File: src/ccrc_pkg.sv
// Constants for the converter configuration and run-control register bank
package ccrc_pkg;
  localparam int          NCH          = 100;
  localparam logic [15:0] A_CNT        = 16'h0132;
  localparam logic [15:0] A_UNIT       = 16'h0133;
  localparam logic [15:0] A_RUN        = 16'h0134;
  localparam logic [15:0] A_HOLD       = 16'h0198;
  localparam logic [15:0] A_NET        = 16'h8000;
  localparam logic [15:0] A_TXT        = 16'h8001;
  localparam logic [15:0] A_PORT       = 16'h8002;
  localparam logic [15:0] A_HPROT      = 16'h8004;
  localparam logic [15:0] A_BAUD       = 16'h8005;
  localparam logic [15:0] A_FRAME      = 16'h8006;
  localparam logic [15:0] A_IVL        = 16'h8007;
  localparam logic [15:0] CH_SPAN      = 16'h0064;
  localparam logic [15:0] NET_MODBUS   = 16'h0000;
  localparam logic [15:0] NET_PLC      = 16'h0003;
  localparam logic [15:0] TXT_RST      = 16'h0001;
  localparam logic [15:0] PORT_RST     = 16'h01f6;
  localparam logic        HP_OWN       = 1'b0;
  localparam logic        HP_MODBUS    = 1'b1;
  localparam logic [1:0]  BAUD_4800    = 2'h0;
  localparam logic [1:0]  BAUD_9600    = 2'h1;
  localparam logic [1:0]  BAUD_19200   = 2'h2;
  localparam logic [1:0]  BAUD_38400   = 2'h3;
  localparam logic [15:0] BAUD_MAX     = 16'h0003;
  localparam logic [15:0] RATE_4800    = 16'h12c0;
  localparam logic [15:0] RATE_9600    = 16'h2580;
  localparam logic [15:0] RATE_19200   = 16'h4b00;
  localparam logic [15:0] RATE_38400   = 16'h9600;
  localparam logic [2:0]  FRAME_RST    = 3'h0;
  localparam logic [15:0] FRAME_MAX    = 16'h0005;
  localparam logic [15:0] FRAME_7BIT   = 16'h0003;
  localparam logic [3:0]  BITS_8       = 4'h8;
  localparam logic [3:0]  BITS_7       = 4'h7;
  localparam logic [1:0]  PAR_NONE     = 2'h0;
  localparam logic [1:0]  PAR_EVEN     = 2'h1;
  localparam logic [1:0]  PAR_ODD      = 2'h2;
  localparam logic [15:0] IVL_MAX      = 16'h00fa;
  localparam logic [7:0]  IVL_RST      = 8'h0a;
endpackage

File: src/ccrc_chan_if.sv
// Per-channel run and hold signals between the bank front end and storage
`timescale 1ns/1ps
interface ccrc_chan_if;
  logic                     wr_run;
  logic                     wr_hold;
  logic [6:0]               idx;
  logic                     wbit;
  logic                     reboot;
  logic [ccrc_pkg::NCH-1:0] run;
  logic [ccrc_pkg::NCH-1:0] hold;
  modport ctrl (output wr_run, output wr_hold, output idx, output wbit, output reboot,
                input run, input hold);
  modport bank (input wr_run, input wr_hold, input idx, input wbit, input reboot,
                output run, output hold);
endinterface

File: src/ccrc_chan_bank.sv
// Per-module run/stop and hold storage
`timescale 1ns/1ps
module ccrc_chan_bank (
  input wire logic clock,
  input wire logic resetn,
  ccrc_chan_if.bank ch
);
  logic [ccrc_pkg::NCH-1:0] run_q;
  logic [ccrc_pkg::NCH-1:0] hold_q;

  genvar i;
  generate
    for (i = 0; i < ccrc_pkg::NCH; i++) begin : g_ch
      wire sel = (ch.idx == 7'(i));
      always_ff @(posedge clock) begin
        if (!resetn) begin
          run_q[i] <= 1'b0;
        end else if (ch.wr_run && sel) begin
          run_q[i] <= ch.wbit;
        end else if (ch.reboot && !hold_q[i]) begin
          run_q[i] <= 1'b0;
        end
      end
      always_ff @(posedge clock) begin
        if (!resetn) begin
          hold_q[i] <= 1'b1;
        end else if (ch.wr_hold && sel) begin
          hold_q[i] <= ch.wbit;
        end
      end
    end
  endgenerate

  assign ch.run  = run_q;
  assign ch.hold = hold_q;
endmodule

File: src/ccrc_top.sv
// Configuration and run-control register bank of the communication converter
`timescale 1ns/1ps
module ccrc_top (
  input  wire logic         clock,
  input  wire logic         resetn,
  input  wire logic         reg_wr,
  input  wire logic         reg_rd,
  input  wire logic [15:0]  reg_addr,
  input  wire logic [15:0]  reg_wdata,
  output logic      [15:0]  reg_rdata,
  output logic              reg_ack,
  output logic              reg_err,
  input  wire logic [4:0]   module_count,
  input  wire logic         reboot,
  output logic              unit_run,
  output logic      [99:0]  module_run,
  output logic              set_lock_clear,
  output logic      [1:0]   net_protocol_active,
  output logic      [15:0]  tcp_port_active,
  output logic              text_or_binary,
  output logic              host_protocol,
  output logic      [15:0]  host_bit_rate,
  output logic      [3:0]   host_data_bits,
  output logic      [1:0]   host_parity,
  output logic      [7:0]   host_interval_ms
);
  ccrc_chan_if ch ();

  logic        unit_q;
  logic [1:0]  net_pend_q;
  logic [1:0]  net_act_q;
  logic [15:0] port_pend_q;
  logic [15:0] port_act_q;
  logic        txt_q;
  logic        hprot_q;
  logic [1:0]  baud_q;
  logic [2:0]  frame_q;
  logic [7:0]  ivl_q;
  logic [15:0] rdata_q;
  logic        ack_q;
  logic        err_q;
  logic        lock_clr_q;
  logic [15:0] rate_q;
  logic [15:0] rate_d;
  logic [3:0]  bits_q;
  logic [1:0]  par_q;

  // Address decode
  wire [15:0] run_off  = reg_addr - ccrc_pkg::A_RUN;
  wire [15:0] hold_off = reg_addr - ccrc_pkg::A_HOLD;
  wire        hit_cnt  = reg_addr == ccrc_pkg::A_CNT;
  wire        hit_unit = reg_addr == ccrc_pkg::A_UNIT;
  wire        hit_run  = (reg_addr >= ccrc_pkg::A_RUN) && (run_off < ccrc_pkg::CH_SPAN);
  wire        hit_hold = (reg_addr >= ccrc_pkg::A_HOLD) && (hold_off < ccrc_pkg::CH_SPAN);
  wire        hit_net  = reg_addr == ccrc_pkg::A_NET;
  wire        hit_txt  = reg_addr == ccrc_pkg::A_TXT;
  wire        hit_port = reg_addr == ccrc_pkg::A_PORT;
  wire        hit_hp   = reg_addr == ccrc_pkg::A_HPROT;
  wire        hit_baud = reg_addr == ccrc_pkg::A_BAUD;
  wire        hit_frm  = reg_addr == ccrc_pkg::A_FRAME;
  wire        hit_ivl  = reg_addr == ccrc_pkg::A_IVL;
  wire        hit_any  = hit_cnt | hit_unit | hit_run | hit_hold | hit_net | hit_txt
                       | hit_port | hit_hp | hit_baud | hit_frm | hit_ivl;
  wire        wbool    = reg_wdata[15:1] == 15'h0000;
  wire        w7bit    = reg_wdata >= ccrc_pkg::FRAME_7BIT;
  wire        f7bit    = 16'(frame_q) >= ccrc_pkg::FRAME_7BIT;

  // Value checks; out-of-range data is refused, not clipped
  wire ok_unit = hit_unit & wbool;
  wire ok_run  = hit_run & wbool;
  wire ok_hold = hit_hold & wbool;
  // only the two protocol codes are legal
  wire ok_net  = hit_net & ((reg_wdata == ccrc_pkg::NET_MODBUS)
                          | (reg_wdata == ccrc_pkg::NET_PLC));
  wire ok_txt  = hit_txt & wbool;
  wire ok_port = hit_port;
  // Modbus refused while a 7-bit frame is set
  wire ok_hp   = hit_hp & wbool & !((reg_wdata[0] == ccrc_pkg::HP_MODBUS) & f7bit);
  wire ok_baud = hit_baud & (reg_wdata <= ccrc_pkg::BAUD_MAX);
  wire ok_frm  = hit_frm & (reg_wdata <= ccrc_pkg::FRAME_MAX)
               & !((hprot_q == ccrc_pkg::HP_MODBUS) & w7bit);
  wire ok_ivl  = hit_ivl & (reg_wdata <= ccrc_pkg::IVL_MAX);
  // count monitor and unused words take no write
  wire wr_ok   = ok_unit | ok_run | ok_hold | ok_net | ok_txt | ok_port
               | ok_hp | ok_baud | ok_frm | ok_ivl;
  wire do_wr   = reg_wr & wr_ok;
  wire do_rd   = reg_rd & !reg_wr;

  assign ch.wr_run  = reg_wr & ok_run;
  assign ch.wr_hold = reg_wr & ok_hold;
  assign ch.idx     = hit_hold ? hold_off[6:0] : run_off[6:0];
  assign ch.wbit    = reg_wdata[0];
  assign ch.reboot  = reboot;

  ccrc_chan_bank u_bank (
    .clock  (clock),
    .resetn (resetn),
    .ch     (ch)
  );

  // Read mux
  logic [15:0] rd_mux;
  always_comb begin
    rd_mux = 16'h0000;
    if (hit_cnt) begin
      // five-bit count keeps the value within 0..31
      rd_mux = {11'h000, module_count};
    end else if (hit_unit) begin
      rd_mux = {15'h0000, unit_q};
    end else if (hit_run) begin
      rd_mux = {15'h0000, ch.run[ch.idx]};
    end else if (hit_hold) begin
      rd_mux = {15'h0000, ch.hold[ch.idx]};
    end else if (hit_net) begin
      rd_mux = {14'h0000, net_pend_q};
    end else if (hit_txt) begin
      rd_mux = {15'h0000, txt_q};
    end else if (hit_port) begin
      rd_mux = port_pend_q;
    end else if (hit_hp) begin
      rd_mux = {15'h0000, hprot_q};
    end else if (hit_baud) begin
      rd_mux = {14'h0000, baud_q};
    end else if (hit_frm) begin
      rd_mux = {13'h0000, frame_q};
    end else if (hit_ivl) begin
      rd_mux = {8'h00, ivl_q};
    end
  end

  always_comb begin
    unique case (baud_q)
      ccrc_pkg::BAUD_4800:  rate_d = ccrc_pkg::RATE_4800;
      ccrc_pkg::BAUD_9600:  rate_d = ccrc_pkg::RATE_9600;
      ccrc_pkg::BAUD_19200: rate_d = ccrc_pkg::RATE_19200;
      ccrc_pkg::BAUD_38400: rate_d = ccrc_pkg::RATE_38400;
    endcase
  end

  // codes 0..2 eight bits, 3..5 seven; parity cycles
  wire [2:0] par_idx = f7bit ? frame_q - ccrc_pkg::FRAME_7BIT[2:0] : frame_q;
  wire [1:0] par_d   = (par_idx == 3'h0) ? ccrc_pkg::PAR_NONE
                     : (par_idx == 3'h1) ? ccrc_pkg::PAR_EVEN : ccrc_pkg::PAR_ODD;

  always_ff @(posedge clock) begin
    if (!resetn) begin
      rate_q <= ccrc_pkg::RATE_19200;
      bits_q <= ccrc_pkg::BITS_8;
      par_q  <= ccrc_pkg::PAR_NONE;
    end else begin
      rate_q <= rate_d;
      bits_q <= f7bit ? ccrc_pkg::BITS_7 : ccrc_pkg::BITS_8;
      par_q  <= par_d;
    end
  end

  // Bus answer, one cycle after the request
  always_ff @(posedge clock) begin
    if (!resetn) begin
      rdata_q <= 16'h0000;
      ack_q   <= 1'b0;
      err_q   <= 1'b0;
    end else begin
      rdata_q <= do_rd ? rd_mux : rdata_q;
      ack_q   <= do_wr | (do_rd & hit_any);
      err_q   <= (reg_wr & !wr_ok) | (do_rd & !hit_any);
    end
  end

  // unit run word, stopped after reset
  always_ff @(posedge clock) begin
    if (!resetn) begin
      unit_q <= 1'b0;
    end else if (reg_wr && ok_unit) begin
      unit_q <= reg_wdata[0];
    end
  end

  // pulse on a run-to-stop change only
  always_ff @(posedge clock) begin
    if (!resetn) begin
      lock_clr_q <= 1'b0;
    end else begin
      lock_clr_q <= reg_wr & ok_unit & unit_q & !reg_wdata[0];
    end
  end

  always_ff @(posedge clock) begin
    if (!resetn) begin
      net_pend_q  <= ccrc_pkg::NET_MODBUS[1:0];
      port_pend_q <= ccrc_pkg::PORT_RST;
      txt_q       <= ccrc_pkg::TXT_RST[0];
      hprot_q     <= ccrc_pkg::HP_OWN;
      baud_q      <= ccrc_pkg::BAUD_19200;
      frame_q     <= ccrc_pkg::FRAME_RST;
      ivl_q       <= ccrc_pkg::IVL_RST;
    end else if (reg_wr) begin
      net_pend_q  <= ok_net ? reg_wdata[1:0] : net_pend_q;
      port_pend_q <= ok_port ? reg_wdata : port_pend_q;
      txt_q       <= ok_txt ? reg_wdata[0] : txt_q;
      hprot_q     <= ok_hp ? reg_wdata[0] : hprot_q;
      baud_q      <= ok_baud ? reg_wdata[1:0] : baud_q;
      frame_q     <= ok_frm ? reg_wdata[2:0] : frame_q;
      ivl_q       <= ok_ivl ? reg_wdata[7:0] : ivl_q;
    end
  end

  // pending network settings take effect at reboot
  always_ff @(posedge clock) begin
    if (!resetn) begin
      net_act_q  <= ccrc_pkg::NET_MODBUS[1:0];
      port_act_q <= ccrc_pkg::PORT_RST;
    end else if (reboot) begin
      net_act_q  <= net_pend_q;
      port_act_q <= port_pend_q;
    end
  end

  assign reg_rdata           = rdata_q;
  assign reg_ack             = ack_q;
  assign reg_err             = err_q;
  assign unit_run            = unit_q;
  assign module_run          = ch.run;
  assign set_lock_clear      = lock_clr_q;
  assign net_protocol_active = net_act_q;
  assign tcp_port_active     = port_act_q;
  assign text_or_binary      = txt_q;
  assign host_protocol       = hprot_q;
  assign host_bit_rate       = rate_q;
  assign host_data_bits      = bits_q;
  assign host_parity         = par_q;
  assign host_interval_ms    = ivl_q;
endmodule

File: config.mk
export PLATFORM = sky130hd
export DESIGN_NAME = ccrc_top
export DESIGN_NICKNAME = d
export VERILOG_FILES = /design/src/ccrc_pkg.sv /design/src/ccrc_chan_if.sv /design/src/ccrc_chan_bank.sv /design/src/ccrc_top.sv
export SDC_FILE = /design/constraint.sdc
export NUM_CORES = 1
export LEC_CHECK = 0
export CORE_AREA = 2 2 173 208
export CTS_CLUSTER_SIZE = 12
export DETAILED_ROUTE_END_ITERATION = 8
export DIE_AREA = 0 0 175 210
export DONT_BUFFER_PORTS = 1
export GPL_TIMING_DRIVEN = 0
export PLACE_DENSITY_LB_ADDON = 0.25
export SETUP_SLACK_MARGIN = 0.4
export SLEW_MARGIN = 20
export SYNTH_ARGS = -nofsm -noshare
export SYNTH_HDL_FRONTEND = slang
export SYNTH_HIERARCHICAL = 1
export SYNTH_SLANG_ARGS = --single-unit
File: constraint.sdc
create_clock -name clock -period 5.03 [get_ports clock]
set_clock_uncertainty 0.15 [all_clocks]
set_input_delay 0.7545 -clock clock [delete_from_list [all_inputs] [get_ports clock]]
set_output_delay 0.7545 -clock clock [all_outputs]
set_load 0.05 [all_outputs]
==> results of run 1 <==
[final timing paths]
check	from	to	slack [ps]	depth (start not counted)
worst max-delay path	reg_addr[0]	reg_rdata[0]	460	10
worst min-delay path	reg_wdata[2]	port_pend_q[2]	140	2
worst max register to register	u_bank/ch.run[87]	reg_rdata[0]	2070	9
worst min register to register	port_pend_q[3]	port_pend_q[3]	330	2
[area by class of cell]
| class | count | area share, % |
|---|---|---|
| multi-input combinational | 1130 | 52.1 |
| sequential | 284 | 32.8 |
| clock buffer | 45 | 5.24 |
| buffer | 177 | 4.95 |
| tap | 462 | 3.33 |
| timing repair buffer | 14 | 0.628 |
| clock inverter | 9 | 0.599 |
| inverter | 16 | 0.361 |
| antenna | 1 | 0.0144 |
[cell families after synthesis]
family                   count (synthesis)  share of synthesized area [%]
AO/OA/AOI/OAI                          513                           25.5
XOR/XNOR                                 7                          0.446
adder cells (fa/ha/maj)                 16                           1.30
buffers and inverters                  193                           5.57
flip-flops                             284                           36.8
multiplexers                           137                           13.2
other                                    1                         0.0243
AND/OR/NAND/NOR                        451                           17.2
[layer usage]
layer | track usage, % | up-vias | wire (um)
li1 | - | 6171 | -
met1 | 35.2 | 6961 | 20900
met2 | 52.1 | 879 | 27600
met3 | 9.56 | 228 | 6740
met4 | 17.1 | 0 | 3710
met5 | 0 | - | 0
[stage by stage]
stage	std cells	TNS (ps)	power (W)	hold slack (ps)	utilization (%)
2_1_floorplan	1607	0	0.00259	304	-
3_3_place_gp	2069	-92420	0.00273	323	46.1
3_5_place_dp	2070	-106120	0.00273	327	46.1
4_1_cts	2136	0	0.00501	124	49.5
5_1_grt	2137	0	0.00514	136	49.8
6_report	2138	0	0.00501	142	49.8
[flip-flops by register name, indices dropped and copies added, names as in the netlist, 3 cells and up]
signal            cells
u_bank/ch.hold      100
u_bank/ch.run       100
port_pend_q          16
reg_rdata            16
tcp_port_active      16
host_bit_rate         9
host_interval_ms      8
frame_q               3
[placed cells by master (no fill, tap or decap), types with 8 or more instances in the layout]
master / Yosys / routed
buf_4: 16 / 32
o21ai_0: 113 / 113
nand2_1: 108 / 108
mux4_2: 52 / 52
buf_2: 35 / 36
a21boi_0: 28 / 28
nand3_1: 49 / 49
mux2i_1: 80 / 80
nor2b_1: 27 / 27
nor2_1: 34 / 34
clkbuf_2: 1 / 20
nand4b_1: 14 / 14
dfxtp_1: 284 / 284
o211ai_1: 102 / 102
a22o_1: 18 / 18
a21oi_1: 15 / 14
clkbuf_1: 113 / 92
inv_1: 14 / 14
o211a_1: 96 / 96
nor3b_1: 8 / 8
nand2b_1: 98 / 98
clkbuf_16: 0 / 31
ha_1: 16 / 16
o2bb2ai_1: 78 / 78
clkbuf_8: 0 / 8
nor3_1: 22 / 22
[repair_timing]
action | 4_1_cts | 5_1_grt
setup endpoints to repair | 195 | 196
cloned | 0 | 0
setup buffers | 12 | 1
resized for setup | 32 | 35
endpoints found under the hold margin | 0 | 0
hold buffers | 0 | 0
pin swaps | 3 | 3
[worst max-delay path, cell delays in order]
cell	delay (ps)
clkbuf_1	600
buf_2	550
buf_2	540
buf_2	650
mux4_2	630
o211ai_1	210
nor4_1	80
a2111oi_1	530
a22oi_1	130
and4_1	220
[power breakdown]
part           switching (W)  internal [W]
Sequential         0.0000126       0.00225
Combinational       0.000317      0.000137
Clock               0.000951       0.00134
Total                0.00128       0.00373
==> results.yml, run 1 <==
clock_tree:
  clock_path_buffers: 3
  cts_tree: "done"
  htree_num_levels: 1
  cts_sinks: 284
  clock-root-buffer: "clkbuf_16"
  clk_pin_slew_ps: 60
  numCtsBuffers: 31
  clkLatencyLatePin_ps: 590
logic_synthesis:
  synth-seq-cells: 284
  mappedNetlistArea_sq_um: 15400
  synth_top_area_share_pct: 36.8
  synth-edff-count: 0
  syn_area_per_cell_sq_um: 9.64
  synthFlopType: "dfxtp_1"
  ys_seq_area_share_pct: 36.8
  ys.warnings.count: 6
  yosys.area.top_type: "dfxtp_1"
  syn-instance-count: 1602
  ys_top_cells_by_area: "dfxtp_1 37%, mux4_2 7.6%, o211a_1 6.2%"
  synth_cell_types: 84
  async_flop_share_pct: 0
  yosysMostFrequentCell: "dfxtp_1"
  ys_top_cells_by_count: "284 x dfxtp_1, 113 x clkbuf_1, 113 x o21ai_0"
run:
  drv_cap: 0
sta:
  setup_viol: 0
  period_needed_ps: 4570
  fmax_mhz: 219
  finalWorstSetupSlack_ps: 460
  max_slew_margin_pct: 17.1
  worst_slew_pin_slew_ps: 1240
  slew_violations: 0
  fin_crit_sh_pct: 90.9
  rsz0062_at_grt: "true"
  hold_viol: 0
route:
  drt-initial-drc-count: 1517
  detail-route-antenna-nets: 0
  vias: 14200
  vias_per_cell: 6.66
  wl_per_cell_um: 27.6
  drc: 0
  dr.pass1.iters: 8
  wl_um: 59000
place:
  io_buffers: 0
  hpwl_um: 44000
  globalplace.congestion: 0.998
  pre_cts_ws_ps: -798
  placed_area_sq_um: 16000
die:
  placementRows: 75
  die_h_um: 210
  start_util_pct: 44.3
  coreArea_sq_um: 34800
  ios: 212
  die-width_um: 175
  die_area_sq_um: 36800
global_routing:
  grt_max_degree: 16
  grt_pass1_vias: 13700
  grtUsageTotal_pct: 31.1
  grt_pass1_wl_um: 86700
  antenna_found_initial: 1
  grt_overflow: 0
layout:
  final_area_sq_um: 17300
  regArea_sq_um: 5690
  multi_input_area_sq_um: 9040
  syn_to_final_growth_pct: 12.3
  nFillCells: 3216
  nNetsFinal: 1712
  layout-drive-gt1-share_pct: 14.3
worst_hold_path:
  hold_path.class: "input pin to register"
power:
  ir_drop_mv: 0.262
  leakagePower_nw: 6.64
  p_per_area_nw_per_um2: 289
worst_setup_path:
  worstSetupStartpointType: "input pin"
  arrival_ps: 4910
  worstPathMaxFanout: 10
  cp.required_ps: 5370
  endpoint_kind: "register"
  worst-setup-path-type: "input pin to register"
run_status:
  outcome: "completed"
(Power assumes the default switching activity.)
==> run 2: changes to the inputs <==
GPL_TIMING_DRIVEN = 1   (was 0)
==> run 2 against run 1 <==
Effect of this change: global-route usage down 6.4 points; worst hold slack lost 34 ps; cell area shrank 4.6%; sequential share of layout area rose by 1.6 points; routed wire length down 21%; critical path type unchanged; highest routed layer unchanged.
==> results.yml, run 2 (same netlist as run 1, synthesis figures left out) <==
global_routing:
  grtUsageTotal_pct: 24.7
  antenna_found_initial: 0
  grt_pass1_vias: 12300
  grt_pass1_wl_um: 72500
  grt_overflow: 0
  grt_max_degree: 282
worst_setup_path:
  arrival_ps: 4370
  worstPathMaxFanout: 29
  worst_path_max_delay_cell: "nand4bb_1"
  endpoint_kind: "register"
  path_cells: "ha_1 -> buf_4 -> nor3_2 -> o21ai_1 -> a221oi_2 -> o2111a_1 -> buf_4 -> and3_1 -> nand4bb_1 -> o21ai_0 -> o211ai_1"
  timing.rr.start: "u_bank/ch.run[87]"
  reg2reg_depth: 9
  slowest_delay_ps: 740
  cp.required_ps: 5290
  rrSetupSlack_ps: 2160
  worstSetupStartpointType: "input pin"
  worstSetupEndpoint: "u_bank/ch.hold[18]"
  r2r_end: "reg_rdata[0]"
  cp-startpoint: "reg_addr[3]"
  worst_path_most_repeated_cell: "buf_4"
  worst-setup-path-type: "input pin to register"
sta:
  max_slew_margin_pct: 37.4
  period_needed_ps: 4120
  rsz0062_at_grt: "false"
  fin_hold_ws_ps: 108
  slew_violations: 0
  hold_viol: 0
  fin_crit_sh_pct: 81.9
  worst_slew_pin_slew_ps: 939
  finalSetupTns_ps: 0
  setup_viol: 0
  fmax_mhz: 243
layout:
  regArea_sq_um: 5690
  multi_input_area_sq_um: 8940
  syn_to_final_growth_pct: 7.20
  n_antenna_cell: 0
  nFillCells: 3210
  nNetsFinal: 1562
  fin_util_pct: 47.5
  layout-drive-gt1-share_pct: 11.1
  layout_commonest_cell: "dfxtp_1"
  mostFrequentLayoutCells: "284 x dfxtp_1, 113 x o21ai_0, 108 x nand2_1, 102 x o211ai_1, 98 x nand2b_1"
route:
  dr.pass1.iters: 7
  vias_per_cell: 6.37
  detail-route-antenna-nets: 0
  vias: 12700
  drc: 0
  wl_per_cell_um: 23.6
  wl_um: 46900
  drt-initial-drc-count: 1108
die:
  die_h_um: 210
  die-width_um: 175
  coreArea_sq_um: 34800
  ios: 212
  placementRows: 75
  die_area_sq_um: 36800
  start_util_pct: 44.3
clock_tree:
  clock-root-buffer: "clkbuf_16"
  post_cts.repair.setup_buffers: 0
  cts_sinks: 284
  clock_path_buffers: 3
  numCtsBuffers: 31
  cts_tree: "done"
  cts_hold_buf: 0
  clkLatencyLatePin_ps: 580
  ctsResizeCount: 0
  htree_num_levels: 1
  clk_pin_slew_ps: 60
run_status:
  outcome: "completed"
place:
  io_buffers: 0
  globalplace.congestion: 0.842
  hpwl_um: 30900
run:
  drv_cap: 0
power:
  ir_drop_mv: 0.236
  p_per_area_nw_per_um2: 283
  leakagePower_nw: 6.27
worst_hold_path:
  hold_path.class: "input pin to register"
## run 2: report_power, final
part           internal (W)  switching, W  total (W)
logic              0.000105      0.000145   0.000251
clock network       0.00125      0.000923    0.00217
registers           0.00225     0.0000126    0.00226
## run 2: metal layers
layer  vias to the layer above  track usage, %  wire length [um]
met5                         -               0                 0
met4                         0            7.10              1060
met3                        68            6.82              4270
met2                       460            41.5             22500
met1                      6280            31.0             19000
li1                       5860               -                 -
## run 2: final cells by class
class | instances | area share, %
inverters | 16 | 0.363
multi-input cells | 1130 | 54.0
flip-flops and latches | 284 | 34.4
clock buffers | 49 | 5.58
well taps | 462 | 3.49
clock inverters | 6 | 0.242
repair buffers | 41 | 1.94
## run 2: metrics by stage
step | std cells | total power, W | setup WS (ps) | cell area [sq um]
6_report | 1988 | 0.00469 | 912 | 16600
5_1_grt | 1988 | 0.00483 | 666 | 16600
4_1_cts | 1988 | 0.00473 | 1020 | 16500
3_5_place_dp | 1933 | 0.00256 | 447 | 15600
3_3_place_gp | 1933 | 0.00256 | 500 | 15600
2_1_floorplan | 1607 | 0.00259 | 613 | 15500
## run 2: critical path: cells and delay by family
family	cells	cell delay, ps
and+or+nand+nor	3	1560
adders and majority gates	1	190
buffers and inverters	2	530
AOI/OAI and AO/OA	5	1320
## run 2: how the worst min path moves through the flow
stage,start,endpoint,slack (ps),cells past startpoint
global placement,port_pend_q[5],port_pend_q[5],320,2
global route,resetn,host_bit_rate[14],110,1
finish,resetn,baud_q[1],110,1
detailed placement,port_pend_q[13],port_pend_q[13],330,2
floorplan,port_pend_q[10],port_pend_q[10],300,2
CTS,resetn,host_interval_ms[1],100,1
